$ cat config.mk
export PLATFORM = sky130hd
export DESIGN_NAME = ctp_clock_cfg
export DESIGN_NICKNAME = d
export VERILOG_FILES = /design/src/rtl/ctp_pkg.sv /design/src/rtl/ctp_divider.sv /design/src/rtl/ctp_clock_cfg.sv
export SDC_FILE = /design/constraint.sdc
export NUM_CORES = 1
export LEC_CHECK = 0
export ABC_AREA = 1
export BUFFER_PORTS_ARGS = -buffer_cell sky130_fd_sc_hd__buf_4
export CORE_UTILIZATION = 51
export CTS_BUF_LIST = sky130_fd_sc_hd__clkbuf_16
export DETAILED_ROUTE_END_ITERATION = 6
export HOLD_SLACK_MARGIN = 0.02
export PLACE_DENSITY = 0.76
export RECOVER_POWER = 100
export SLEW_MARGIN = 5
export SYNTH_ARGS = -nofsm -noshare
export SYNTH_HDL_FRONTEND = slang
export SYNTH_HIERARCHICAL = 1
export SYNTH_SLANG_ARGS = --single-unit
export TNS_END_PERCENT = 30
$ cat constraint.sdc
create_clock -name I_CLK -period 2.5 [get_ports I_CLK]
set_input_delay 0.25 -clock I_CLK [delete_from_list [all_inputs] [get_ports I_CLK]]
set_output_delay 0.25 -clock I_CLK [all_outputs]
set_load 0.01 [all_outputs]
$ cat src/rtl/ctp_pkg.sv
// Package with offsets, fields, reset values and ratio codes of the clock control block
package ctp_pkg;
   // Register byte offsets
   localparam logic [7:0] OFS_OSC_TRIM   = 8'h00;
   localparam logic [7:0] OFS_CLK_CFG    = 8'h04;
   localparam logic [7:0] OFS_IRQ_STATUS = 8'h40;
   localparam logic [7:0] OFS_IRQ_MASK   = 8'h44;

   // Oscillator trim register fields
   localparam int TRIM_LSB    = 4;
   localparam int TRIM_MSB    = 7;
   localparam int RDY48_BIT   = 1;
   localparam int RDY40_BIT   = 0;
   localparam logic [3:0] TRIM_RESET = 4'h8;

   // Clock divider configuration fields
   localparam int CLKOUT_DIV_LSB = 28;
   localparam int CLKOUT_DIV_MSB = 31;
   localparam int CLKOUT_SRC_LSB = 25;
   localparam int CLKOUT_SRC_MSB = 26;
   localparam int CORE_DIV_LSB   = 12;
   localparam int CORE_DIV_MSB   = 13;
   localparam int PER_DIV_LSB    = 8;
   localparam int PER_DIV_MSB    = 10;
   localparam int SYS_DIV_LSB    = 4;
   localparam int SYS_DIV_MSB    = 7;
   localparam logic [3:0] CLKOUT_DIV_RESET = 4'h2;
   localparam logic [1:0] CLKOUT_SRC_RESET = 2'h0;
   localparam logic [1:0] CORE_DIV_RESET   = 2'h3;
   localparam logic [2:0] PER_DIV_RESET    = 3'h0;
   localparam logic [3:0] SYS_DIV_RESET    = 4'h0;

   // Interrupt status bits
   localparam int IRQ_RDY48 = 0;
   localparam int IRQ_RDY40 = 1;
   localparam int IRQ_BITS  = 2;

   // Clock output source codes
   typedef enum logic [1:0] {
      CTP_SRC_NONE     = 2'h0,
      CTP_SRC_SLOW_INT = 2'h1,
      CTP_SRC_SLOW_EXT = 2'h2,
      CTP_SRC_ILLEGAL  = 2'h3
   } ctp_src_t;

   // Divider widths and reset-time ratios (core /6 at 48 MHz after reset)
   localparam int BUS_DIV_W    = 5;
   localparam int CLKOUT_DIV_W = 7;
   localparam logic [4:0] CORE_RATIO_RESET   = 5'h06;
   localparam logic [4:0] BUS_RATIO_RESET    = 5'h01;
   localparam logic [6:0] CLKOUT_RATIO_RESET = 7'h06;
   localparam logic [4:0] CLKOUT_DIV_MAX     = 5'h10;
   localparam logic [5:0] CLKOUT_RATIO_TOP   = 6'h20;
endpackage : ctp_pkg

$ cat src/rtl/ctp_divider.sv
// Glitch-free ratio divider producing one tick per ratio advances
`timescale 1ns/1ps
module ctp_divider #(
   parameter int              W         = 5,
   parameter logic [W-1:0]    RST_RATIO = '0
) (
   // Clock and reset
   input  wire logic          i_clk,
   input  wire logic          i_arst_n,
   // Control
   input  wire logic          i_adv,
   input  wire logic [W-1:0]  i_ratio,
   // Status
   output logic      [W-1:0]  o_cnt,
   output logic      [W-1:0]  o_ratio_held,
   output logic               o_tick
);
   logic [W-1:0] cnt;
   logic [W-1:0] held;
   wire          at_end = (cnt == held - W'(1));

   // Ratio is taken only at the period boundary, so no runt period appears
   assign o_tick       = i_adv && at_end;
   assign o_cnt        = cnt;
   assign o_ratio_held = held;

   // Counter and held ratio
   always_ff @(posedge i_clk or negedge i_arst_n)
   begin
      if (!i_arst_n)
      begin
         cnt  <= '0;
         held <= RST_RATIO;
      end
      else if (o_tick)
      begin
         cnt  <= '0;
         held <= (i_ratio == '0) ? W'(1) : i_ratio;
      end
      else if (i_adv)
      begin
         cnt <= cnt + W'(1);
      end
   end
endmodule : ctp_divider

$ cat src/rtl/ctp_clock_cfg.sv
// Clock trim, ready flags, prescalers and clock-output divider with Avalon-MM slave
`timescale 1ns/1ps
module ctp_clock_cfg (
   // Clock and reset
   input  wire logic        I_CLK,
   input  wire logic        I_ARST_N,
   // Avalon-MM slave
   input  wire logic [7:0]  I_AVS_ADDRESS,
   input  wire logic        I_AVS_READ,
   input  wire logic        I_AVS_WRITE,
   input  wire logic [31:0] I_AVS_WRITEDATA,
   input  wire logic [3:0]  I_AVS_BYTEENABLE,
   output logic      [31:0] O_AVS_READDATA,
   output logic             O_AVS_WAITREQUEST,
   // Oscillator status and mode
   input  wire logic        I_OSC48_STABLE,
   input  wire logic        I_OSC40_STABLE,
   input  wire logic        I_OSC_IS_48,
   input  wire logic        I_STOP_EXIT,
   // Slow clock edge events, one pulse per edge
   input  wire logic        I_SLOW_INT_EDGE,
   input  wire logic        I_SLOW_EXT_EDGE,
   // Clock tree enables and clock-output pin
   output logic             O_CORE_CLK_EN,
   output logic             O_SYS_BUS_CLK_EN,
   output logic             O_PERIPH_CLK_EN,
   output logic             O_CLKOUT,
   // Interrupt
   output logic             O_IRQ
);
   // Register state
   logic [3:0]          fast_osc_trim;
   logic                fast_osc_48_ready_flag;
   logic                fast_osc_40_ready_flag;
   logic [3:0]          clkout_divider;
   logic [1:0]          clkout_source_select;
   logic [1:0]          core_clk_divider;
   logic [2:0]          periph_bus_divider;
   logic [3:0]          sys_bus_divider;
   logic [ctp_pkg::IRQ_BITS-1:0] irq_status;
   logic [ctp_pkg::IRQ_BITS-1:0] irq_mask;

   // Bus decode: a request is taken on the edge where waitrequest is low
   wire        req       = I_AVS_READ || I_AVS_WRITE;
   wire        accept    = req && !O_AVS_WAITREQUEST;
   wire        wr_go     = accept && I_AVS_WRITE;
   wire        rd_go     = accept && I_AVS_READ;
   wire        sel_trim  = (I_AVS_ADDRESS == ctp_pkg::OFS_OSC_TRIM);
   wire        sel_cfg   = (I_AVS_ADDRESS == ctp_pkg::OFS_CLK_CFG);
   wire        sel_stat  = (I_AVS_ADDRESS == ctp_pkg::OFS_IRQ_STATUS);
   wire        sel_mask  = (I_AVS_ADDRESS == ctp_pkg::OFS_IRQ_MASK);
   wire [31:0] be_mask   = {{8{I_AVS_BYTEENABLE[3]}}, {8{I_AVS_BYTEENABLE[2]}},
                            {8{I_AVS_BYTEENABLE[1]}}, {8{I_AVS_BYTEENABLE[0]}}};

   // Readback images; reserved bits read as zero
   wire [31:0] img_trim = {24'h00_0000, fast_osc_trim, 2'h0,
                           fast_osc_48_ready_flag, fast_osc_40_ready_flag};
   wire [31:0] img_cfg  = {clkout_divider, 1'b0, clkout_source_select, 11'h000,
                           core_clk_divider, 1'b0, periph_bus_divider, sys_bus_divider, 4'h0};
   wire [31:0] img_stat = {30'h0000_0000, irq_status};
   wire [31:0] img_mask = {30'h0000_0000, irq_mask};
   wire [31:0] next_rdata = sel_trim ? img_trim :
                            sel_cfg  ? img_cfg  :
                            sel_stat ? img_stat :
                            sel_mask ? img_mask : 32'h0000_0000;

   // Merged write images; writes touch only enabled lanes
   wire [31:0] wr_trim = (img_trim & ~be_mask) | (I_AVS_WRITEDATA & be_mask);
   wire [31:0] wr_cfg  = (img_cfg & ~be_mask) | (I_AVS_WRITEDATA & be_mask);
   wire [31:0] wr_mask = (img_mask & ~be_mask) | (I_AVS_WRITEDATA & be_mask);

   // One wait state per request; readdata is ready at the accepting edge
   always_ff @(posedge I_CLK or negedge I_ARST_N)
   begin
      if (!I_ARST_N)
      begin
         O_AVS_WAITREQUEST <= 1'b1;
         O_AVS_READDATA    <= 32'h0000_0000;
      end
      else
      begin
         O_AVS_WAITREQUEST <= !(req && O_AVS_WAITREQUEST);
         O_AVS_READDATA    <= (I_AVS_READ && O_AVS_WAITREQUEST) ? next_rdata : 32'h0000_0000;
      end
   end

   // Trim field, software written
   always_ff @(posedge I_CLK or negedge I_ARST_N)
   begin
      if (!I_ARST_N)
         fast_osc_trim <= ctp_pkg::TRIM_RESET;
      else if (wr_go && sel_trim)
         fast_osc_trim <= wr_trim[ctp_pkg::TRIM_MSB:ctp_pkg::TRIM_LSB];
   end

   // Ready flags follow the oscillators; software writes have no effect
   always_ff @(posedge I_CLK or negedge I_ARST_N)
   begin
      if (!I_ARST_N)
      begin
         fast_osc_48_ready_flag <= 1'b0;
         fast_osc_40_ready_flag <= 1'b0;
      end
      else
      begin
         fast_osc_48_ready_flag <= I_OSC48_STABLE;
         fast_osc_40_ready_flag <= I_OSC40_STABLE;
      end
   end

   // Configuration fields; for the core field, stop exit wins over a write in the same cycle
   always_ff @(posedge I_CLK or negedge I_ARST_N)
   begin
      if (!I_ARST_N)
      begin
         clkout_divider       <= ctp_pkg::CLKOUT_DIV_RESET;
         clkout_source_select <= ctp_pkg::CLKOUT_SRC_RESET;
         core_clk_divider     <= ctp_pkg::CORE_DIV_RESET;
         periph_bus_divider   <= ctp_pkg::PER_DIV_RESET;
         sys_bus_divider      <= ctp_pkg::SYS_DIV_RESET;
      end
      else
      begin
         if (wr_go && sel_cfg)
         begin
            clkout_divider       <= wr_cfg[ctp_pkg::CLKOUT_DIV_MSB:ctp_pkg::CLKOUT_DIV_LSB];
            clkout_source_select <= wr_cfg[ctp_pkg::CLKOUT_SRC_MSB:ctp_pkg::CLKOUT_SRC_LSB];
            periph_bus_divider   <= wr_cfg[ctp_pkg::PER_DIV_MSB:ctp_pkg::PER_DIV_LSB];
            sys_bus_divider      <= wr_cfg[ctp_pkg::SYS_DIV_MSB:ctp_pkg::SYS_DIV_LSB];
         end
         if (I_STOP_EXIT)
            core_clk_divider <= ctp_pkg::CORE_DIV_RESET;
         else if (wr_go && sel_cfg)
            core_clk_divider <= wr_cfg[ctp_pkg::CORE_DIV_MSB:ctp_pkg::CORE_DIV_LSB];
      end
   end

   // Core ratio depends on which oscillator variant runs
   wire [4:0] core_ratio =
      I_OSC_IS_48 ? ((core_clk_divider == 2'h0) ? 5'h01 :
                     (core_clk_divider == 2'h1) ? 5'h02 : 5'h06) :
                    ((core_clk_divider == 2'h0) ? 5'h01 : 5'h05);

   // System bus ratio from core clock
   wire [4:0] sys_ratio =
      !sys_bus_divider[3]      ? 5'h01 :
      (sys_bus_divider == 4'h8) ? 5'h02 :
      (sys_bus_divider == 4'h9) ? 5'h04 :
      (sys_bus_divider == 4'hA) ? 5'h08 :
      (sys_bus_divider == 4'hB) ? 5'h0C :
      (sys_bus_divider == 4'hC) ? 5'h10 : 5'h18;

   // Peripheral bus ratio from system bus clock
   wire [4:0] per_ratio =
      !periph_bus_divider[2]      ? 5'h01 :
      (periph_bus_divider == 3'h4) ? 5'h02 :
      (periph_bus_divider == 3'h5) ? 5'h04 :
      (periph_bus_divider == 3'h6) ? 5'h08 : 5'h10;

   // Clock-output divide factor; code 15 divides by 32, every other code by code plus one
   wire [5:0] out_div  = (clkout_divider == 4'hF) ? ctp_pkg::CLKOUT_RATIO_TOP :
                         {2'b00, clkout_divider} + 6'h01;
   ctp_pkg::ctp_src_t out_src;
   assign out_src = ctp_pkg::ctp_src_t'(clkout_source_select);

   // Sources are edge streams; a period of the slow clock is two edges
   wire       src_none = (out_src == ctp_pkg::CTP_SRC_NONE) ||
                         (out_src == ctp_pkg::CTP_SRC_ILLEGAL);
   wire       out_adv  = (out_src == ctp_pkg::CTP_SRC_SLOW_INT) ? I_SLOW_INT_EDGE :
                         (out_src == ctp_pkg::CTP_SRC_SLOW_EXT) ? I_SLOW_EXT_EDGE : 1'b0;
   wire [6:0] out_ratio = {out_div, 1'b0};

   // Divider chain: core, then system bus, then peripheral bus
   wire       core_tick;
   wire       sys_tick;
   wire       per_tick;
   wire [4:0] core_held;
   wire [4:0] sys_held;
   wire [4:0] per_held;
   wire [6:0] out_cnt;
   wire [6:0] out_held;

   ctp_divider #(.W(ctp_pkg::BUS_DIV_W), .RST_RATIO(ctp_pkg::CORE_RATIO_RESET)) u_core_div (
      .i_clk        (I_CLK),
      .i_arst_n     (I_ARST_N),
      .i_adv        (1'b1),
      .i_ratio      (core_ratio),
      .o_cnt        (),
      .o_ratio_held (core_held),
      .o_tick       (core_tick)
   );

   ctp_divider #(.W(ctp_pkg::BUS_DIV_W), .RST_RATIO(ctp_pkg::BUS_RATIO_RESET)) u_sys_div (
      .i_clk        (I_CLK),
      .i_arst_n     (I_ARST_N),
      .i_adv        (core_tick),
      .i_ratio      (sys_ratio),
      .o_cnt        (),
      .o_ratio_held (sys_held),
      .o_tick       (sys_tick)
   );

   ctp_divider #(.W(ctp_pkg::BUS_DIV_W), .RST_RATIO(ctp_pkg::BUS_RATIO_RESET)) u_per_div (
      .i_clk        (I_CLK),
      .i_arst_n     (I_ARST_N),
      .i_adv        (sys_tick),
      .i_ratio      (per_ratio),
      .o_cnt        (),
      .o_ratio_held (per_held),
      .o_tick       (per_tick)
   );

   // Output divider; a source switch lets the running period finish, so a short pulse may appear
   ctp_divider #(.W(ctp_pkg::CLKOUT_DIV_W), .RST_RATIO(ctp_pkg::CLKOUT_RATIO_RESET)) u_out_div (
      .i_clk        (I_CLK),
      .i_arst_n     (I_ARST_N),
      .i_adv        (out_adv),
      .i_ratio      (out_ratio),
      .o_cnt        (out_cnt),
      .o_ratio_held (out_held),
      .o_tick       ()
   );

   // Pin high for the first half of each output period
   wire next_clkout = !src_none && (out_cnt < {1'b0, out_held[6:1]});

   // Interrupt events: ready flag rising edges
   wire [ctp_pkg::IRQ_BITS-1:0] irq_event;
   assign irq_event[ctp_pkg::IRQ_RDY48] = I_OSC48_STABLE && !fast_osc_48_ready_flag;
   assign irq_event[ctp_pkg::IRQ_RDY40] = I_OSC40_STABLE && !fast_osc_40_ready_flag;
   wire stat_clr = rd_go && sel_stat;
   // Only bits already reported are cleared, so an event landing in the wait state is kept
   wire [ctp_pkg::IRQ_BITS-1:0] stat_seen   = stat_clr ? O_AVS_READDATA[ctp_pkg::IRQ_BITS-1:0] : '0;
   wire [ctp_pkg::IRQ_BITS-1:0] next_status = (irq_status & ~stat_seen) | irq_event;

   // Sticky status, read clears, a new event in the clearing cycle survives
   always_ff @(posedge I_CLK or negedge I_ARST_N)
   begin
      if (!I_ARST_N)
      begin
         irq_status <= '0;
         irq_mask   <= '0;
         O_IRQ      <= 1'b0;
      end
      else
      begin
         irq_status <= next_status;
         if (wr_go && sel_mask)
            irq_mask <= wr_mask[ctp_pkg::IRQ_BITS-1:0];
         O_IRQ <= |(next_status & ((wr_go && sel_mask) ? wr_mask[ctp_pkg::IRQ_BITS-1:0] : irq_mask));
      end
   end

   // Registered clock tree enables and pin
   always_ff @(posedge I_CLK or negedge I_ARST_N)
   begin
      if (!I_ARST_N)
      begin
         O_CORE_CLK_EN    <= 1'b0;
         O_SYS_BUS_CLK_EN <= 1'b0;
         O_PERIPH_CLK_EN  <= 1'b0;
         O_CLKOUT         <= 1'b0;
      end
      else
      begin
         O_CORE_CLK_EN    <= core_tick;
         O_SYS_BUS_CLK_EN <= sys_tick;
         O_PERIPH_CLK_EN  <= per_tick;
         O_CLKOUT         <= next_clkout;
      end
   end
endmodule : ctp_clock_cfg

-- Word level (Yosys, flattened, before mapping)
Index checks and enable logic that the tools add are counted.
- bits in registers: 107
- input port bits: 54
- output and inout bits: 38
- word-level logic and storage cells: 138
- $add $sub $neg: 9
- $lt $le $gt $ge: 1
- equality and inequality tests: 20
- muxes and demuxes: 37
- bitwise operators: 12
- reductions and logical operators: 34
- operator list (kind ; number):
    $mux 32 ; 3
    $mux 5 ; 16
    $and 32x32->32 ; 2
    $not 32->32 ; 1
    $or 32x32->32 ; 1
    $eq 4x4->1 const B ; 6
    $mux 7 ; 3
    $eq 8x7->1 const B ; 2
    $add 5x1->5 const B ; 3
    $eq 5x5->1 ; 3
    $logic_and 1x1->1 ; 15
    $logic_not 5->1 ; 3
    $mux 3 ; 5
    $sub 5x1->5 const B ; 3
    $mux 2 ; 6
    $eq 3x3->1 const B ; 3
    $and 8x8->8 ; 1
    $eq 8x3->1 const B ; 1
    $logic_not 8->1 ; 1
    $or 8x8->8 ; 1
    $reduce_bool 2->1 ; 4
    $add 7x1->7 const B ; 1
    $eq 7x7->1 ; 1
    $logic_not 7->1 ; 1
    15 further kinds ; 27

-- Longest topological paths before layout
- depth in word-level cells: 10
- depth in mapped cells: 23
- mapped depth without buffers: 23

-- Cells and area by module
The synthesis kept the hierarchy.
- modules (own cells, without submodules) (module ; instances ; cells an instance ; area an instance (um^2) ; seq. area each (um^2)):
    ctp_clock_cfg ; 1 ; 289 ; 2429.8 ; 1207.4
    ctp_divider (u_out_div) ; 1 ; 143 ; 974.7 ; 352.8
    ctp_divider (u_core_div) ; 1 ; 102 ; 683.2 ; 252.7
    ctp_divider (u_per_div) ; 1 ; 102 ; 681.9 ; 251.5
    ctp_divider (u_sys_div) ; 1 ; 101 ; 674.4 ; 251.5

-- Worst setup path after synthesis
No wires, ideal clock.
- kind: register to register
- start point: reg u_core_div.held[1] (netlist: u_core_div/o_ratio_held[1])
- end point: reg u_per_div.cnt[0] (netlist: u_per_div/o_cnt[0])
- library setup time: 0.117 ns
- arrival: 2.415 ns
- required time: 2.383 ns
- path slack: -0.032 ns
- cell stages (with the launch flop): 23
- buffers on the path: 0
- period minus slack after synthesis: 2.532 ns
- cell sequence: dfstp_2 inv_1 ha_1 nand2_1 nand2_1 nor2_1 nand2_1 inv_1 nand2_2 nor2_8 nand2_1 nor2_1 nand2_1 inv_2 nand2_2 nor2_8 nand2_1 nor2_1 nand2_1 a21oi_1 nand2_1 nand2_1 nand2_1
- cells in the longest elaborated chain, start to end: 5
- elaborated cells between the ends (all ways): 6
- those cells by class: 1 x add/sub; 1 x eq/ne; 1 x mux; 3 x reduce/logical
- ends and longest elaborated chain (element ; RTL line ; RTL):
    from (decl) ; ctp_divider.sv:19 ; logic [W-1:0] held;
    from (signal assigned) ; ctp_divider.sv:38 ; held <= (i_ratio == '0) ? W'(1) : i_ratio;
    $sub 5x1->5 * ; ctp_divider.sv:20 ; wire at_end = (cnt == held - W'(1));
    $eq 5x5->1 * ; ctp_divider.sv:20 ;
    net core_tick ; ctp_clock_cfg.sv:174 ; wire core_tick;
    $logic_and 1x1->1 * ; ctp_divider.sv:23 ; assign o_tick = i_adv && at_end;
    net sys_tick ; ctp_clock_cfg.sv:175 ; wire sys_tick;
    $logic_and 1x1->1 ; ctp_divider.sv:23 ;
    $mux 5 or $reduce_bool 2->1 (tied branches) ; n/a ;
    to (signal assigned) ; ctp_divider.sv:42 ; cnt <= cnt + W'(1);
    to (decl) ; ctp_divider.sv:18 ; logic [W-1:0] cnt;
The timed path passes the listed nets; every way through them passes the cells marked *.
A chain may end at the register's enable or synchronous reset.

-- Worst setup path after layout
Ends and elaborated chain as after synthesis.

==> results.tsv <==
metric	value	unit
synth_cell_type_count	30	
slowest_delay	540	ps
start_util	0.527	
syn_inst	737	
syn-cell-area	0.00544	mm²
cp.required	2730	ps
tightest_slew	1330	ps
dpl_cell_area	0.00612	mm²
cts_root_buf	clkbuf_16	
startpoint_type	register	
n_antenna_cell	0	
worstHoldStart	I_AVS_WRITE	
grt_pass1_wl	20.0	mm
p_leak	3.49	nW
outcome	complete, but fails checks	
post-dp-hpwl	8.72	mm
r2r_end	u_per_div/o_cnt[0]	
avgSynthCellArea	7.39	µm²
cp_top_family	simple AND/OR/NAND/NOR gates	
synthArstFlopShare	1.00	
fmaxAchievable	403	MHz
min_to	O_AVS_WAITREQUEST	
clock_path_buffers	2	
violations	DRC	
path_cells	inv_2 -> ha_4 -> nand2_2 -> nand2_1 -> nor2_1 -> nand2_1 -> inv_1 -> nand2_2 -> nor2_8 -> nand2_1 -> nor2_1 -> nand2_1 -> inv_2 -> nand2_4 -> nor2_8 -> nand2_1 -> nor2_1 -> nand2_1 -> a21oi_2 -> nand2_2 -> nand2_1 -> nand2_1	
yosysTopAreaCell	dfrtp_1	
nets	898	
worst-path-buf-inv	3	
antenna_found_initial	0	
gr-total-overflow	0	
grt_start_max_net_pins	40	
worst_slack	17.3	ps
design_area	0.00639	mm²
slowest_stage	dfstp_2	
cp-end-kind	register	
dp_worst_setup_slack	-58.6	ps
r2r_start	u_core_div/o_ratio_held[1]	
drive_gt1_frac	0.163	
rr_worst_depth	22	
path_common_cell	nand2_1	
finalHoldViolCount	0	
cts.reportedPaths.clkPinSlew	60	ps
drtIter0Drc	235	
num_vias	4760	
htreeDepth	3	
critical_path_class	reg2reg	
worstPathMaxFanout	7	
area_growth	17.4	%
drv_slew	0	
synth_area_leaders	dfrtp_1 37%, nand2_1 19%, inv_1 6.7%, dfstp_2 5.3%, ha_1 3.7%	
dieWidth	105	µm
rows	37	
globalplace.congestion	0.873	
cts_tree	built	
arrival	2710	ps
via_per_inst	4.91	
wirelength	11.6	mm
setup_violations	0	
r2r_slack	20	ps
wire_per_inst	12.0	µm
ir_drop	0.372	mV
yosys_warnings	6	
min_period_over_period	0.993	
numPortBuffers	60	
hp-class	in2reg	
drc	1	
netlist.area_leader.share	0.372	
relSlewSlack	0.101	
rsz0062_at_grt	yes	
synth-edff-count	0	
drt_first_pass_iters	7	
grt_pass1_vias	4554	
p_per_area	613	mW/mm²
ys.flop_type	dfrtp_1	
io_pins	92	
numCtsBuffers	9	
seq_area_frac_synth	0.425	
ant_nets	0	
fin_crit	2480	ps
tns	0	ps
die_h	105	µm
max_cap_viol_count	0	
core	0.0103	mm²
whs_path_depth	2	
grt_usage	0.225	
clkSinkCount	92	
synth_seq_cells	92	
clk_latency	340	ps
skew	6.31	ps
die-area	0.0111	mm²
-- cells by family after synthesis --
kind of cell | share of synthesized area
AND/OR/NAND/NOR | 0.352
AO/OA/AOI/OAI | 0.0545
buffers and inverters | 0.103
adder cells (fa/ha/maj) | 0.0368
flip-flops | 0.425
XOR/XNOR | 0.0273
other | 0.00138
-- per-stage QoR --
step,hold slack (ps),utilization,instances,power (mW)
after global placement,256,0.593,949,2.33
after detailed placement,263,0.593,949,2.37
final,89.1,0.619,969,3.92
after global routing,88.0,0.619,969,4.12
after CTS,81.4,0.631,969,3.95
after floorplan,-45.6,-,761,2.17
-- timing repair --
| action | CTS | global route |
|---|---|---|
| setup endpoints to repair | 10 | 11 |
| buffers inserted | 0 | 0 |
| endpoints found under the hold margin | 33 | 0 |
| gates resized for setup | 4 | 3 |
| pin swaps | 9 | 4 |
| cloned | 1 | 0 |
| hold buffers | 3 | 0 |
-- layout make-up --
| class | count | area, µm² |
|---|---|---|
| flip-flops and latches | 92 | 2320 |
| inverters | 113 | 424 |
| clock buffers | 9 | 225 |
| well taps | 136 | 170 |
| multi-input cells | 540 | 2680 |
| clock inverters | 7 | 123 |
| fillers | 893 | 3930 |
| repair buffers | 72 | 454 |
-- per-layer routing --
layer  up-vias  GRT usage  share of wire
li1       2399          -              -
met1      2228      0.272           0.43
met2       121      0.406           0.52
met3        12     0.0408          0.045
met4         0     0.0644          0.012
met5         -          0              0
-- worst max-delay path by stage --
stage / start / to / depth (start not counted)
after CTS: u_core_div/o_ratio_held[1] / u_per_div/o_cnt[0] / 22
after floorplan: u_core_div/o_ratio_held[1] / u_per_div/o_cnt[0] / 20
after global routing: u_core_div/o_ratio_held[1] / u_per_div/o_cnt[0] / 22
final: u_core_div/o_ratio_held[1] / u_per_div/o_cnt[0] / 22
after detailed placement: u_core_div/o_ratio_held[1] / u_per_div/o_cnt[0] / 22
after global placement: u_core_div/o_ratio_held[1] / u_per_div/o_cnt[0] / 22
-- cell usage after synthesis, types with 3 or more instances --
master	instances
nand2_1	277
inv_1	97
dfrtp_1	81
nor2_1	50
nand3_1	38
o21ai_0	21
nor3_1	19
ha_1	16
inv_2	16
xor2_1	16
buf_4	15
nand2_2	15
a21oi_1	14
dfstp_2	11
nor2_2	9
o21ai_2	7
nor2_4	5
nand4_1	4
nor2_8	4
o21bai_1	4
or3_1	3
-- power breakdown --
part	internal (mW)	switching (mW)
clock network	0.982	0.587
logic	0.257	0.389
registers	1.59	0.116
total	2.83	1.09
-- placed cells by master (no fill, tap or decap), types with 2 or more instances in the layout --
cell type / instances
nand2_1: 275
inv_1: 97
dfrtp_1: 81
nor2_1: 50
buf_4: 41
nand3_1: 40
conb_1: 26
clkbuf_1: 23
o21ai_0: 22
nor3_1: 19
inv_2: 16
xor2_1: 16
nand2_2: 15
ha_1: 15
a21oi_1: 13
dfstp_2: 10
nor2_2: 9
clkbuf_16: 9
nor2_4: 6
o21ai_2: 6
nor2_8: 4
o21bai_1: 4
nand4_1: 4
bufinv_16: 3
dlygate4sd3_1: 3
clkbuf_2: 3
or3_1: 3
nand2_4: 3
o211ai_1: 2
clkinvlp_4: 2
clkbuf_4: 2
o21a_1: 2
Power figures use the tool's default switching activity.
